--- src/hw/emc_pkg.sv ---
package emc_pkg;

   // ----------------------------------------
   // Output modes
   // ----------------------------------------
   typedef enum logic [2:0]
   {
      EMC_MODE_RUN = 3'h1,
      EMC_MODE_LOW = 3'h2,
      EMC_MODE_HIZ = 3'h4
   } emc_mode_t;

   // ----------------------------------------
   // Divide selections for output B
   // ----------------------------------------
   typedef enum logic [2:0]
   {
      EMC_DIV1 = 3'h1,
      EMC_DIV2 = 3'h2,
      EMC_DIV4 = 3'h4
   } emc_div_t;

   // ----------------------------------------
   // Control port encodings
   // ----------------------------------------
   localparam logic [1:0] EMC_CTRL_RUN  = 2'h0;
   localparam logic [1:0] EMC_CTRL_LOW  = 2'h1;
   localparam logic [1:0] EMC_CTRL_HIZ  = 2'h2;
   localparam logic [1:0] EMC_CODE_DIV1 = 2'h0;
   localparam logic [1:0] EMC_CODE_DIV2 = 2'h1;
   localparam logic [1:0] EMC_CODE_DIV4 = 2'h2;

   // ----------------------------------------
   // Reset values, divide counter step and divide bit indices
   // ----------------------------------------
   localparam logic       EMC_LEVEL_LOW = 1'h0;
   localparam logic       EMC_OE_ON     = 1'h1;
   localparam logic [1:0] EMC_CNT_INIT  = 2'h0;
   localparam logic [1:0] EMC_CNT_STEP  = 2'h1;
   localparam int         EMC_CNT_DIV2  = 0;
   localparam int         EMC_CNT_DIV4  = 1;

endpackage : emc_pkg

--- src/hw/emc_src_if.sv ---
`timescale 1ns/100ps
interface emc_src_if;
   logic srcLevel;
   logic srcRise;
   logic srcDiv2;
   logic srcDiv4;
   logic selLevel;
   logic strapLevel;

   modport source
   (
      output srcLevel,
      output srcRise,
      output srcDiv2,
      output srcDiv4,
      output selLevel,
      output strapLevel
   );

   modport user
   (
      input  srcLevel,
      input  srcRise,
      input  srcDiv2,
      input  srcDiv4,
      input  selLevel,
      input  strapLevel
   );
endinterface : emc_src_if

--- src/hw/emc_src_divider.sv ---
`timescale 1ns/100ps
module emc_src_divider
(
   // Clock
   input  wire logic  mclk,
   // Pins
   input  wire logic  internal_system_clock_three,
   input  wire logic  external_source_clock_in,
   input  wire logic  mem_clock_source_select,
   input  wire logic  boot_strap_pin,
   // To selector
   emc_src_if.source  srcIf
);

   // ----------------------------------------
   // Synchronisers, free running through reset
   // ----------------------------------------
   logic [1:0] sysSync_q   = '0;
   logic [1:0] extSync_q   = '0;
   logic [1:0] selSync_q   = '0;
   logic [1:0] strapSync_q = '0;
   logic       srcPrev_q   = 1'h0;
   logic [1:0] divCnt_q    = emc_pkg::EMC_CNT_INIT;
   logic       srcLevel;
   logic       srcRise;

   always_ff @(posedge mclk)
   begin
      sysSync_q   <= {sysSync_q[0], internal_system_clock_three};
      extSync_q   <= {extSync_q[0], external_source_clock_in};
      selSync_q   <= {selSync_q[0], mem_clock_source_select};
      strapSync_q <= {strapSync_q[0], boot_strap_pin};
   end

   // ----------------------------------------
   // Source select and divide chain
   // ----------------------------------------
   assign srcLevel = selSync_q[1] ? extSync_q[1] : sysSync_q[1];
   assign srcRise  = srcLevel & ~srcPrev_q;

   always_ff @(posedge mclk)
   begin
      srcPrev_q <= srcLevel;
      if (srcRise)
         divCnt_q <= divCnt_q + emc_pkg::EMC_CNT_STEP;
   end

   assign srcIf.srcLevel   = srcLevel;
   assign srcIf.srcRise    = srcRise;
   assign srcIf.srcDiv2    = divCnt_q[emc_pkg::EMC_CNT_DIV2];
   assign srcIf.srcDiv4    = divCnt_q[emc_pkg::EMC_CNT_DIV4];
   assign srcIf.selLevel   = selSync_q[1];
   assign srcIf.strapLevel = strapSync_q[1];

   // ----------------------------------------
   // Checks
   // ----------------------------------------
   property p_srcFollowsExt;
      @(posedge mclk) selSync_q[1] |-> (srcLevel == $past(external_source_clock_in, 2));
   endproperty
   a_srcFollowsExt: assert property (p_srcFollowsExt) else $error("source not external clock");

   property p_divChain;
      @(posedge mclk) srcRise && divCnt_q[emc_pkg::EMC_CNT_DIV2]
         |=> (divCnt_q[emc_pkg::EMC_CNT_DIV4] != $past(divCnt_q[emc_pkg::EMC_CNT_DIV4]))
             && !divCnt_q[emc_pkg::EMC_CNT_DIV2];
   endproperty
   a_divChain: assert property (p_divChain) else $error("divide chain broken");

endmodule : emc_src_divider

--- src/hw/emc_clock_output_select.sv ---
`timescale 1ns/100ps
module emc_clock_output_select
(
   // Clock and reset
   input  wire logic        mclk,
   input  wire logic        reset,
   // Clock source pins
   input  wire logic        internal_system_clock_three,
   input  wire logic        external_source_clock_in,
   input  wire logic        mem_clock_source_select,
   input  wire logic        boot_strap_pin,
   // Control for output A
   input  wire logic        ctrlAWrite,
   input  wire logic [1:0]  ctrlAMode,
   // Control for output B
   input  wire logic        ctrlBWrite,
   input  wire logic [1:0]  ctrlBMode,
   input  wire logic [1:0]  ctrlBDivide,
   // Output A pin
   output logic             ext_mem_clock_out_a,
   output logic             extMemClockOutAOe,
   // Output B pin
   output logic             ext_mem_clock_out_b,
   output logic             extMemClockOutBOe,
   // Status
   output emc_pkg::emc_mode_t modeAState,
   output emc_pkg::emc_mode_t modeBState,
   output emc_pkg::emc_div_t  divBState,
   output logic             strapState
);

   // ----------------------------------------
   // Decode helpers
   // ----------------------------------------
   function automatic emc_pkg::emc_mode_t emc_decode_mode(input logic [1:0] code);
      emc_pkg::emc_mode_t m;
      m = emc_pkg::EMC_MODE_RUN;
      if (code == emc_pkg::EMC_CTRL_LOW)
         m = emc_pkg::EMC_MODE_LOW;
      else if (code == emc_pkg::EMC_CTRL_HIZ)
         m = emc_pkg::EMC_MODE_HIZ;
      return m;
   endfunction : emc_decode_mode

   function automatic emc_pkg::emc_div_t emc_decode_div(input logic [1:0] code);
      emc_pkg::emc_div_t d;
      d = emc_pkg::EMC_DIV4;
      if (code == emc_pkg::EMC_CODE_DIV1)
         d = emc_pkg::EMC_DIV1;
      else if (code == emc_pkg::EMC_CODE_DIV2)
         d = emc_pkg::EMC_DIV2;
      return d;
   endfunction : emc_decode_div

   // ----------------------------------------
   // Source and divider
   // ----------------------------------------
   emc_src_if srcIf ();

   emc_src_divider u_divider
   (
      .mclk                        (mclk),
      .internal_system_clock_three (internal_system_clock_three),
      .external_source_clock_in    (external_source_clock_in),
      .mem_clock_source_select     (mem_clock_source_select),
      .boot_strap_pin              (boot_strap_pin),
      .srcIf                       (srcIf)
   );

   // ----------------------------------------
   // Reset tracking and strap capture
   // ----------------------------------------
   logic               inReset_q;
   logic               strapHeld_q = 1'h0;
   logic               selHeld_q   = 1'h0;
   emc_pkg::emc_mode_t modeA_q;
   emc_pkg::emc_mode_t modeB_q;
   emc_pkg::emc_div_t  divB_q;
   logic               quietBoot;

   always_ff @(posedge mclk or posedge reset)
   begin
      if (reset)
         inReset_q <= 1'h1;
      else
         inReset_q <= 1'h0;
   end

   always_ff @(posedge mclk)
   begin
      if (inReset_q)
      begin
         strapHeld_q <= srcIf.strapLevel;
         selHeld_q   <= srcIf.selLevel;
      end
   end

   assign quietBoot = !srcIf.strapLevel && !srcIf.selLevel;

   // ----------------------------------------
   // Mode registers
   // ----------------------------------------
   always_ff @(posedge mclk or posedge reset)
   begin
      if (reset)
      begin
         modeA_q <= emc_pkg::EMC_MODE_HIZ;
         modeB_q <= emc_pkg::EMC_MODE_RUN;
         divB_q  <= emc_pkg::EMC_DIV4;
      end
      else if (inReset_q)
      begin
         modeA_q <= quietBoot ? emc_pkg::EMC_MODE_HIZ : emc_pkg::EMC_MODE_RUN;
         modeB_q <= quietBoot ? emc_pkg::EMC_MODE_LOW : emc_pkg::EMC_MODE_RUN;
         divB_q  <= emc_pkg::EMC_DIV4;
      end
      else
      begin
         if (ctrlAWrite)
            modeA_q <= emc_decode_mode(ctrlAMode);
         if (ctrlBWrite)
         begin
            modeB_q <= emc_decode_mode(ctrlBMode);
            divB_q  <= emc_decode_div(ctrlBDivide);
         end
      end
   end

   // ----------------------------------------
   // Output selection
   // ----------------------------------------
   logic divBLevel;
   logic outA_d;
   logic oeA_d;
   logic outB_d;
   logic oeB_d;

   assign divBLevel = (divB_q == emc_pkg::EMC_DIV1) ? srcIf.srcLevel :
                      (divB_q == emc_pkg::EMC_DIV2) ? srcIf.srcDiv2 : srcIf.srcDiv4;
   assign outA_d    = (modeA_q == emc_pkg::EMC_MODE_RUN) && srcIf.srcLevel;
   assign oeA_d     = (modeA_q != emc_pkg::EMC_MODE_HIZ);
   assign outB_d    = inReset_q ? srcIf.srcDiv4 :
                      ((modeB_q == emc_pkg::EMC_MODE_RUN) && divBLevel);
   assign oeB_d     = inReset_q || (modeB_q != emc_pkg::EMC_MODE_HIZ);

   always_ff @(posedge mclk or posedge reset)
   begin
      if (reset)
      begin
         ext_mem_clock_out_a <= emc_pkg::EMC_LEVEL_LOW;
         extMemClockOutAOe   <= emc_pkg::EMC_LEVEL_LOW;
         extMemClockOutBOe   <= emc_pkg::EMC_OE_ON;
      end
      else
      begin
         ext_mem_clock_out_a <= outA_d;
         extMemClockOutAOe   <= oeA_d;
         extMemClockOutBOe   <= oeB_d;
      end
   end

   // Output B keeps dividing while reset is held
   logic outB_q = 1'h0;

   always_ff @(posedge mclk)
   begin
      outB_q <= outB_d;
   end

   assign ext_mem_clock_out_b = outB_q;
   assign modeAState          = modeA_q;
   assign modeBState          = modeB_q;
   assign divBState           = divB_q;
   assign strapState          = strapHeld_q;

   // ----------------------------------------
   // Checks
   // ----------------------------------------
   property p_aHizInReset;
      @(posedge mclk) inReset_q |-> !extMemClockOutAOe;
   endproperty
   a_aHizInReset: assert property (p_aHizInReset) else $error("output A driven in reset");

   property p_bDriveInReset;
      @(posedge mclk) disable iff (!inReset_q) inReset_q |=> extMemClockOutBOe && (outB_q == $past(srcIf.srcDiv4));
   endproperty
   a_bDriveInReset: assert property (p_bDriveInReset) else $error("output B not dividing in reset");

   property p_quietDefaults;
      @(posedge mclk) disable iff (reset) $fell(inReset_q) && !strapHeld_q && !selHeld_q
         |-> modeA_q == emc_pkg::EMC_MODE_HIZ && modeB_q == emc_pkg::EMC_MODE_LOW;
   endproperty
   a_quietDefaults: assert property (p_quietDefaults) else $error("quiet boot defaults wrong");

   property p_runDefaults;
      @(posedge mclk) disable iff (reset) $fell(inReset_q) && (strapHeld_q || selHeld_q)
         |-> modeA_q == emc_pkg::EMC_MODE_RUN && modeB_q == emc_pkg::EMC_MODE_RUN
             && divB_q == emc_pkg::EMC_DIV4;
   endproperty
   a_runDefaults: assert property (p_runDefaults) else $error("run boot defaults wrong");

   property p_bLowHeld;
      @(posedge mclk) disable iff (reset) !inReset_q && modeB_q == emc_pkg::EMC_MODE_LOW
         |=> extMemClockOutBOe && !outB_q;
   endproperty
   a_bLowHeld: assert property (p_bLowHeld) else $error("output B not held low");

   property p_bHiz;
      @(posedge mclk) disable iff (reset) !inReset_q && modeB_q == emc_pkg::EMC_MODE_HIZ |=> !extMemClockOutBOe;
   endproperty
   a_bHiz: assert property (p_bHiz) else $error("output B not released");

   property p_aLow;
      @(posedge mclk) disable iff (reset) modeA_q == emc_pkg::EMC_MODE_LOW
         |=> extMemClockOutAOe && !ext_mem_clock_out_a;
   endproperty
   a_aLow: assert property (p_aLow) else $error("output A not held low");

   property p_aFollows;
      @(posedge mclk) disable iff (reset) modeA_q == emc_pkg::EMC_MODE_RUN
         |=> extMemClockOutAOe && (ext_mem_clock_out_a == $past(srcIf.srcLevel));
   endproperty
   a_aFollows: assert property (p_aFollows) else $error("output A not following source");

   property p_bDiv2;
      @(posedge mclk) disable iff (reset) !inReset_q && modeB_q == emc_pkg::EMC_MODE_RUN
         && divB_q == emc_pkg::EMC_DIV2 |=> outB_q == $past(srcIf.srcDiv2);
   endproperty
   a_bDiv2: assert property (p_bDiv2) else $error("output B half rate wrong");

   property p_strapHeld;
      @(posedge mclk) disable iff (reset) !inReset_q |=> $stable(strapHeld_q);
   endproperty
   a_strapHeld: assert property (p_strapHeld) else $error("strap changed after reset");

endmodule : emc_clock_output_select

--- config.mk ---
export PLATFORM = sky130hd
export DESIGN_NAME = emc_clock_output_select
export DESIGN_NICKNAME = d
export VERILOG_FILES = /design/src/hw/emc_pkg.sv /design/src/hw/emc_src_if.sv /design/src/hw/emc_src_divider.sv /design/src/hw/emc_clock_output_select.sv
export SDC_FILE = /design/constraint.sdc
export NUM_CORES = 1
export LEC_CHECK = 0
export ABC_AREA = 1
export BUFFER_PORTS_ARGS = -buffer_cell sky130_fd_sc_hd__buf_2
export CELL_PAD_IN_SITES_DETAIL_PLACEMENT = 1
export CELL_PAD_IN_SITES_GLOBAL_PLACEMENT = 2
export CORE_ASPECT_RATIO = 0.75
export CORE_MARGIN = 10
export CORE_UTILIZATION = 29
export CTS_BUF_LIST = sky130_fd_sc_hd__clkbuf_4 sky130_fd_sc_hd__clkbuf_8
export CTS_CLUSTER_SIZE = 12
export DETAILED_ROUTE_END_ITERATION = 8
export GPL_TIMING_DRIVEN = 0
export PLACE_DENSITY_LB_ADDON = 0.05
export SYNTH_ARGS = -nofsm -noshare
export SYNTH_HDL_FRONTEND = slang
export SYNTH_SLANG_ARGS = --single-unit
--- constraint.sdc ---
create_clock -name mclk -period 1 [get_ports mclk]
set_input_delay 0.1 -clock mclk [delete_from_list [all_inputs] [get_ports mclk]]
set_output_delay 0.1 -clock mclk [all_outputs]
set_load 0.05 [all_outputs]
Word level (Yosys, flattened, before mapping)
Cells that the tools add are included.
- bits in registers: 26
- logic and storage cells: 56
- add/subtract/negate cells: 1
- eq/ne operators: 11
- multiplexer cells: 18
- bitwise operators: 2
- reduce and logical (&&, ||, !) cells: 9
- operators with widths (operator ; count):
    2-to-1 mux 3 bit ; 13
    equality test 3 x 1 -> 1 bit (second input constant) ; 3
    equality test 2 x 1 -> 1 bit (second input constant) ; 3
    inequality test 3 bit (second input constant) ; 2
    equality test 2 bit (second input constant) ; 2
    2-to-1 mux 1 bit ; 4
    nonzero test 2 bit ; 2
    equality test 3 x 2 -> 1 bit (second input constant) ; 1
    logical AND 1 bit ; 3
    adder 2 x 1 -> 2 bit (second input constant) ; 1
    zero test 1 bit ; 2
    zero test 2 bit ; 1
    2-to-1 mux 2 bit ; 1
    AND 1 bit ; 1
    logical OR 1 bit ; 1
    NOT 1 bit ; 1

Depth between registers and ports, before layout
Gate-level depths: netlist (run 1).
- depth in word-level cells: 5
- mapped depth: 7
- mapped depth without buffers: 7

Modules after synthesis
From an unflattened synthesis (run 1), not the netlist that was laid out.
- cells, all modules: 97
- area total of the unflattened synthesis: 998.5 µm²
- by module, submodules not included (module ; times used ; cells an instance ; area each (µm²) ; seq. area each (µm²)):
    emc_clock_output_select ; 1 ; 76 ; 710.7 ; 381.6
    emc_src_divider ; 1 ; 21 ; 287.8 ; 240.2

Least setup slack after synthesis (run 1)
Ideal clock, no wire load.
- path type: register -> register
- start: register divB_q[2], in the netlist divBState[2]
- end: register outB_q, in the netlist ext_mem_clock_out_b
- setup time: 0.112 ns
- data arrival time: 1.053 ns
- data required time: 0.888 ns
- path slack: -0.165 ns
- stages on the path, launching flop included: 6
- path buffers: 0
- clock period less this slack: 1.165 ns
- path through: dfstp_2 > inv_1 > nand3_1 > nand3_1 > nand2_1 > nand2_1
- cells in the longest elaborated chain, start to end: 5
- ends and longest elaborated chain (what ; RTL line ; text):
    from (decl) ; emc_clock_output_select.sv:78 ; emc_pkg::emc_div_t divB_q;
    from (signal assigned) ; emc_clock_output_select.sv:109 ; divB_q <= emc_pkg::EMC_DIV4;
    from (signal assigned) ; emc_clock_output_select.sv:115 ; divB_q <= emc_pkg::EMC_DIV4;
    from (signal assigned) ; emc_clock_output_select.sv:124 ; divB_q <= emc_decode_div(ctrlBDivide);
    equality test 3 x 2 -> 1 bit ; emc_clock_output_select.sv:139 ; (divB_q == emc_pkg::EMC_DIV2) ? srcIf.srcDiv2 : srcIf.srcDiv4;
    2-to-1 mux 1 bit ; emc_clock_output_select.sv:139 ;
    2-to-1 mux 1 bit (*) ; emc_clock_output_select.sv:138 ; assign divBLevel = (divB_q == emc_pkg::EMC_DIV1) ? srcIf.srcLevel :
    logical AND 1 bit (*) ; emc_clock_output_select.sv:143 ; ((modeB_q == emc_pkg::EMC_MODE_RUN) && divBLevel);
    2-to-1 mux 1 bit (*) ; emc_clock_output_select.sv:142 ; assign outB_d = inReset_q ? srcIf.srcDiv4 :
    net outB_d ; emc_clock_output_select.sv:135 ; logic outB_d;
    to (signal assigned) ; emc_clock_output_select.sv:167 ; outB_q <= outB_d;
    to (decl) ; emc_clock_output_select.sv:163 ; logic outB_q = 1'h0;
The timed path passes the listed nets; every way through them passes the cells marked *.
A chain may end at the register's enable or synchronous reset.

Final worst setup path (run 1)
- start: register divB_q[2], in the netlist divBState[2]
- end: output divBState[2]
- RTL lines (what ; RTL line ; text):
    to (decl) ; emc_clock_output_select.sv:28 ; output emc_pkg::emc_div_t divBState,
No word-level cell between the ends.

==> results_dict.tcl, run 1 <==
set metrics [dict create \
    outcome "complete, but fails checks" \
    violations "negative setup slack" \
    clk_pin_slew_ns 0.09 \
    dp_hpwl_um 1780 \
    fill_cells 373 \
    slew_violations 0 \
    cp_slowest_stage_delay_ns 0.57 \
    root_buffer "clkbuf_8" \
    synth_cells 95 \
    arrival_ns 0.99 \
    cpMaxStageDelayCell "dfstp_2" \
    grt_pass1_wl_um 3960 \
    die-area_um2 6210 \
    clock-sinks 26 \
    wire_per_inst_um 12.9 \
    io_pins 28 \
    clk_latency_ns 0.27 \
    clockBufferDepth 2 \
    synth_largest_area_cell "dfrtp_1" \
    criticalPathCategory "reg -> out" \
    min_period_over_period_pct 109 \
    cts_buffers 3 \
    start_util_pct 30.3 \
    fmax_mhz 915 \
    final_layout_size_suffix_gt1_share_pct 44.6 \
    place_congestion 0.654 \
    cpLargestDelayFamily "flip-flops" \
    drt-pass1-iter-count 4 \
    grt_overflow 0 \
    grt_max_degree 16 \
    yosys-top-cells-count "inv_1, nand2_1, nand3_1" \
    syn_area_um2 997 \
    worst_pin_slew_ns 0.513 \
    powerDensity_nw_per_um2 1690 \
    synth_area_leaders "dfrtp_1, dfxtp_1, dfstp_2" \
    ys_ff_latch 26 \
    grt_use_total_pct 7.90 \
    cp_num_buf_inv 1 \
    syn_area_per_cell_um2 10.5 \
    synth_most_common_cell "inv_1" \
    yosysWarnings 0 \
    regArea_um2 627 \
    antenna_found_initial 0 \
    fin_setup_tns_ns -0.868 \
    async_flop_share_pct 50.0 \
    ys_seq_area_share_pct 62.4 \
    rows 18 \
    area_growth_pct 46.7 \
    synth_nets 113 \
    fp.dieW_um 87.7 \
    path_depth 1 \
    synth_enable_flop_cells 3 \
    rr_worst_depth 4 \
    cap_violations 0 \
    crit_required_ns 0.90 \
    port_buffers 27 \
    ys_types 20 \
    holdPathStages 2 \
    synth_flop_cell "dfxtp_1" \
    die_y_um 70.8 \
    core_um2 3290 \
    postRouteAntennaNets 0 \
    path_cells "buf_8" \
    finalSetupViolCount 14 \
    routed_wl_um 2300 \
    post-route-drc-count 0 \
    h-tree-depth 1 \
    relSlewSlack_pct 65.8 \
    nets 158 \
    hold_class "in -> reg" \
    vdd_drop_max_mv 0.525 \
    n_antenna_cell 0 \
    dpl.cell_count 162 \
    grt_pass1_vias 860 \
    worst_setup_path_end_kind "output pin" \
    fin_ws_ns -0.0931 \
    hold_viol 0 \
    fin_skew_ns 0.00187 \
    p_leak_nw 0.704 \
    synth_top_area_share_pct 20.1 \
    vias 768 \
    final_cells 179 \
    cts_tree "done" \
    viasPerCell 4.29 \
    crit_path_max_fanout 3 \
    grt_setup_unrepaired "yes" \
    min_period_ns 1.09 \
    drt_iter0_drc 4 \
    multi_input_area_um2 315 \
    critPathLaunchType "flip-flop" \
]
layer usage:
metal | GRT usage (%) | wire length, um
met1 | 9.11 | 1080
met2 | 12.7 | 1060
met3 | 3.78 | 144
met4 | 2.12 | 13
met5 | 0 | 0
sequential cells by signal, indices dropped and copies added (netlist names):
signal and count:
divBState 3, modeAState 3, u_divider.divCnt_q 2, u_divider.selSync_q 2
ext_mem_clock_out_b 1, u_divider.extSync_q 2, u_divider.srcPrev_q 1, u_divider.strapSync_q 2
inReset_q 1, modeBState 3, extMemClockOutBOe 1, u_divider.sysSync_q 2
strapState 1, extMemClockOutAOe 1, ext_mem_clock_out_a 1
cell usage in the layout (no fill, tap or decap), types with 3 or more instances in the layout:
cell and instances:
nor2_1 6, dfrtp_2 3, dfrtp_1 5, inv_1 16
dlygate4sd3_1 5, buf_8 4, dfstp_2 5, buf_2 16
ha_1 4, nand4_1 3, buf_6 4, clkbuf_8 3
edfxtp_1 3, nand2_1 10, dfxtp_1 9, buf_4 11
nand3_1 9
final timing paths:
check,startpoint,endpoint,slack (ns)
worst min-delay path,ctrlBDivide[0],divBState[0]$_DFFE_PP0P_,0.02
min in group asynchronous,reset,ext_mem_clock_out_a$_DFF_PP0_,0.39
max in group asynchronous,reset,modeAState[0]$_DFFE_PP0P_,0.23
worst max register to register,inReset_q$_DFF_PP1_,divBState[2]$_DFFE_PP1P_,-0.08
worst min register to register,u_divider.strapSync_q[0]$_DFF_P_,u_divider.strapSync_q[1]$_DFF_P_,0.34
worst max-delay path,divBState[2]$_DFFE_PP1P_,divBState[2],-0.09
per-stage QoR:
step	setup slack [ns]	instance area [um2]	util, %	total power, mW	hold slack [ns]
final	-0.0931	1460	44.5	2.47	0.0166
after global routing	-0.170	1460	44.5	2.59	0.00678
after CTS	-0.109	1430	43.4	2.49	0.00652
after detailed placement	-0.188	1190	36.2	1.54	0.168
after global placement	-0.183	1190	36.2	1.53	0.166
after floorplan	-0.0975	1010	-	1.43	-0.0268
area by class of cell:
cell class / instances / area share, %
inverters: 19 / 5.05
plain buffers: 1 / 0.770
flip-flops and latches: 26 / 42.9
clock inverters: 1 / 2.05
well taps: 40 / 3.42
multi-input cells: 49 / 21.6
clock buffers: 3 / 2.82
repair buffers: 40 / 21.5
cell families after synthesis:
kind of cell / Yosys count / share of synthesized area [%]
AND/OR/NAND/NOR: 35 / 15.8
AO/OA/AOI/OAI: 8 / 7.28
buffers and inverters: 20 / 8.28
XOR/XNOR: 1 / 0.878
other: 1 / 0.376
flip-flops: 26 / 62.4
adder cells (fa/ha/maj): 4 / 5.02
repair_timing:
action	in CTS	in global routing
setup endpoints to repair	21	21
gates resized for setup	26	7
buffers inserted	6	2
endpoints found under the hold margin	12	0
pin swaps	5	4
hold buffers	5	0
power breakdown:
part | total [mW] | switching (mW) | internal, mW
sequential | 1.18 | 0.0419 | 1.14
combinational | 0.419 | 0.259 | 0.161
clock | 0.867 | 0.332 | 0.535
total | 2.47 | 0.632 | 1.84
No activity file was read; power rests on OpenSTA's default activity.
==> run 2: changes to the inputs <==
- CORE_ASPECT_RATIO: 0.75 -> unset
==> results_dict.tcl, run 2 (synthesized netlist as in run 1, its figures left out) <==
set metrics [dict create \
    root_buffer "clkbuf_4" \
    cts_tree "done" \
    combPwrFrac_pct 20.1 \
    cp_num_buf_inv 1 \
    grt_use_total_pct 8.38 \
    viasPerCell 4.25 \
    fp.dieW_um 78.6 \
    dp_hpwl_um 1730 \
    seqPwrFrac_pct 49.7 \
    min_from "ctrlBDivide[1]" \
    crit_start "modeAState[2]$_DFFE_PP1P_" \
    grt_pass1_wl_um 4170 \
    vdd_drop_max_mv 0.770 \
    grt_max_degree 16 \
    fin_ws_ns -0.155 \
    multi_input_area_um2 360 \
    p_switching_mw 0.639 \
    finalSetupViolCount 18 \
    port_buffers 27 \
    nets 162 \
    post-route-drc-count 0 \
    fin_setup_tns_ns -1.05 \
    critPathLaunchType "flip-flop" \
    path_depth 1 \
    fin_skew_ns 0.00293 \
    grt_pass1_vias 929 \
    hold_viol 0 \
    regArea_um2 631 \
    crit_required_ns 0.90 \
    clock_power_share_pct 30.2 \
    cpLargestDelayFamily "flip-flops" \
    drt-pass1-iter-count 3 \
    clk_pin_slew_ns 0.14 \
    top_layer_used "met4" \
    powerDensity_nw_per_um2 1510 \
    slew_violations 0 \
    cpMaxStageDelayCell "dfstp_2" \
    rows 21 \
    final_layout_size_suffix_gt1_share_pct 54.5 \
    criticalPathCategory "reg -> out" \
    arrival_ns 1.06 \
    n_antenna_cell 0 \
    relSlewSlack_pct 65.0 \
    min_period_over_period_pct 116 \
    vias 804 \
    worst_setup_path_end_kind "output pin" \
    place_congestion 0.691 \
    die-area_um2 6180 \
    finish.instance_area_um2 1580 \
    worst_pin_slew_ns 0.524 \
    hold_class "in -> reg" \
    postRouteAntennaNets 0 \
    grt_setup_unrepaired "yes" \
    rr_worst_depth 2 \
    fill_cells 383 \
    die_y_um 78.6 \
    violations "negative setup slack" \
    drt_iter0_drc 19 \
    cts_buffers 3 \
    final_common_cell "buf_6" \
    grt_overflow 0 \
    clock-sinks 26 \
    regToRegStartpoint "inReset_q$_DFF_PP1_" \
    outcome "complete, but fails checks" \
    clockBufferDepth 2 \
    antenna_found_initial 0 \
    path_cells "buf_8" \
    dr_wl_met2_um 1150 \
    pre_cts_slack_ns -0.189 \
    h-tree-depth 1 \
    wl_met3_um 247 \
    area_growth_pct 58.6 \
    start_util_pct 29.9 \
    clk_latency_ns 0.32 \
    fmax_mhz 865 \
    wire_per_inst_um 12.6 \
    place_area_um2 1200 \
    internal_power_mw 1.75 \
    wl_met1_um 959 \
    switching_share_pct 26.8 \
    crit_path_max_fanout 2 \
    io_pins 28 \
    final_cell_mix "buf_6, inv_1, buf_2" \
    routed_wl_um 2380 \
    cp_slowest_stage_delay_ns 0.59 \
    core_um2 3340 \
    holdPathStages 4 \
    p_leak_nw 0.748 \
    min_period_ns 1.16 \
    cap_violations 0 \
]
## run 2: layout make-up
cell class,count,share of cell area [%]
clock inverter,1,1.90
buffer,1,0.712
inverter,19,4.67
timing repair buffer,44,25.0
sequential,26,39.9
clock buffer,3,1.42
multi-input combinational,49,22.8
tap,46,3.64
## run 2: what timing repair did
action,CTS,global route
setup endpoints to repair,26,27
endpoints found under the hold margin,14,0
pin swaps,4,7
hold buffers,6,0
resized for setup,44,21
buffers inserted,8,3
## run 2: path summary, 6_finish.rpt
kind / to / slack (ns)
worst min register to register: u_divider.selSync_q[1]$_DFF_P_ / 0.34
worst max register to register: strapState$_DFFE_PP_ / -0.10
worst max-delay path: modeAState[2] / -0.16
worst min-delay path: divBState[0]$_DFFE_PP0P_ / 0.04
min in group asynchronous: extMemClockOutAOe$_DFF_PP0_ / 0.33
max in group asynchronous: divBState[0]$_DFFE_PP0P_ / 0.29
## run 2: power groups by stage
stage	Sequential (mW)	Combinational [mW]	Clock, mW
4_1_cts	1.19	0.453	0.751
3_3_place_gp	1.20	0.333	0
3_5_place_dp	1.20	0.336	0
2_1_floorplan	1.32	0.104	0
5_1_grt	1.20	0.523	0.797
6_report	1.19	0.481	0.721
## run 2: through the flow
stage	hold WS [ns]	total power, mW	cells	util, %
finish	0.0447	2.39	189	47.4
global route	0.0214	2.52	189	47.4
CTS	0.0474	2.39	186	45.0
detailed placement	0.173	1.54	168	35.9
global placement	0.165	1.53	168	35.9
floorplan	-0.0268	1.43	95	-
## run 2: per-layer routing
| layer | global-route usage (%) | vias up |
|---|---|---|
| li1 | - | 398 |
| met1 | 8.54 | 384 |
| met2 | 14.4 | 20 |
| met3 | 4.21 | 2 |
| met4 | 3.23 | 0 |
| met5 | 0 | - |
==> run 3: changes to the inputs <==
- HOLD_SLACK_MARGIN: unset -> 0.1
==> results_dict.tcl, run 3 (synthesized netlist as in run 1, its figures left out) <==
set metrics [dict create \
    finish.instance_area_um2 1610 \
    core_um2 3340 \
    regArea_um2 631 \
    die-area_um2 6180 \
    arrival_ns 1.05 \
    finalSetupViolCount 20 \
    cpLargestDelayFamily "flip-flops" \
    slew_violations 0 \
    clockBufferDepth 2 \
    criticalPathCategory "reg -> out" \
    drt-pass1-iter-count 3 \
    clk_latency_ns 0.32 \
    rows 21 \
    fin_util_pct 48.2 \
    final_common_cell "buf_6" \
    worst_setup_path_end_kind "output pin" \
    cpMaxStageDelayCell "dfstp_2" \
    vdd_drop_max_mv 0.778 \
    path_cells "buf_8" \
    pre_cts_slack_ns -0.189 \
    drt_iter0_drc 21 \
    fp.dieW_um 78.6 \
    cts_buffers 3 \
    worst_pin_slew_ns 0.529 \
    hold_viol 0 \
    fmax_mhz 871 \
    start_util_pct 29.9 \
    vias 813 \
    dp_hpwl_um 1730 \
    fill_cells 381 \
    antenna_found_initial 0 \
    post-route-drc-count 0 \
    root_buffer "clkbuf_4" \
    area_growth_pct 61.2 \
    cap_violations 0 \
    p_leak_nw 0.759 \
    n_antenna_cell 0 \
    die_y_um 78.6 \
    cts_tree "done" \
    grt_pass1_vias 952 \
    crit_required_ns 0.90 \
    io_pins 28 \
    clk_pin_slew_ns 0.14 \
    critPathLaunchType "flip-flop" \
    viasPerCell 4.23 \
    relSlewSlack_pct 64.7 \
    final_cell_mix "buf_6, inv_1, buf_2" \
    powerDensity_nw_per_um2 1490 \
    fin_ws_ns -0.149 \
    fin_skew_ns 0.00370 \
    grt_use_total_pct 8.80 \
    outcome "complete, but fails checks" \
    grt_setup_unrepaired "yes" \
    multi_input_area_um2 360 \
    place_area_um2 1200 \
    hold_class "in -> reg" \
    postRouteAntennaNets 0 \
    grt_pass1_wl_um 4360 \
    violations "negative setup slack" \
    routed_wl_um 2490 \
    crit_path_max_fanout 2 \
    min_period_over_period_pct 115 \
    grt_overflow 0 \
    hold_slack_ns 0.153 \
    port_buffers 27 \
    final_cells 192 \
    final_layout_size_suffix_gt1_share_pct 53.4 \
    grt_max_degree 16 \
    dpl.cell_count 168 \
    place_congestion 0.691 \
    cp_slowest_stage_delay_ns 0.58 \
    min_period_ns 1.15 \
    nets 165 \
    clock-sinks 26 \
    cp_num_buf_inv 1 \
    wire_per_inst_um 13.0 \
    h-tree-depth 1 \
]
run 3: path summary, 6_finish.rpt:
| check | start | end | slack (ns) | cells after the start |
|---|---|---|---|---|
| hold reg to reg | u_divider.selSync_q[0]$_DFF_P_ | u_divider.selSync_q[1]$_DFF_P_ | 0.34 | 0 |
| min in group asynchronous | reset | ext_mem_clock_out_a$_DFF_PP0_ | 0.34 | 3 |
| setup reg to reg | inReset_q$_DFF_PP1_ | strapState$_DFFE_PP_ | -0.10 | 2 |
| setup / recovery | modeAState[2]$_DFFE_PP1P_ | modeAState[2] | -0.15 | 1 |
| hold / removal | ctrlBMode[1] | modeBState[0]$_DFFE_PP1P_ | 0.15 | 4 |
| max in group asynchronous | reset | divBState[1]$_DFFE_PP0P_ | 0.28 | 3 |
run 3: timing repair:
action	4_1_cts	5_1_grt
gates resized for setup	44	20
setup buffers	8	3
setup endpoints to repair	26	27
hold buffers	9	0
pin swaps	4	7
endpoints found under the hold margin	21	0
run 3: power by group:
group | internal (mW) | switching, mW | total (mW)
Combinational | 0.208 | 0.282 | 0.490
Sequential | 1.14 | 0.0443 | 1.18
Clock | 0.405 | 0.317 | 0.723
run 3: cell type report:
cell class                 instances  area share (%)
buffer                             1           0.700
inverter                          19            4.59
multi-input combinational         49            22.4
timing repair buffer              47            26.2
clock buffer                       3            1.40
tap                               46            3.58
clock inverter                     1            1.87
sequential                        26            39.2
run 3: through the flow:
| step | power (mW) | setup TNS [ns] |
|---|---|---|
| global placement | 1.53 | -0.903 |
| CTS | 2.40 | -1.31 |
| global route | 2.53 | -2.28 |
| floorplan | 1.43 | -0.101 |
| finish | 2.40 | -1.09 |
| detailed placement | 1.54 | -0.966 |
run 3: layer usage:
layer | part of all wire [%] | track usage, % | vias to the layer above
li1 | - | - | 404
met1 | 39 | 9.00 | 385
met2 | 49 | 15.2 | 22
met3 | 11 | 4.33 | 2
met4 | 0.80 | 3.23 | 0
met5 | 0 | 0 | -
run 3: tightest hold or removal path, stage by stage:
cell and delay [ns]:
buf_2 0.09, ha_1 0.12, nand3_1 0.08, o211ai_2 0.06
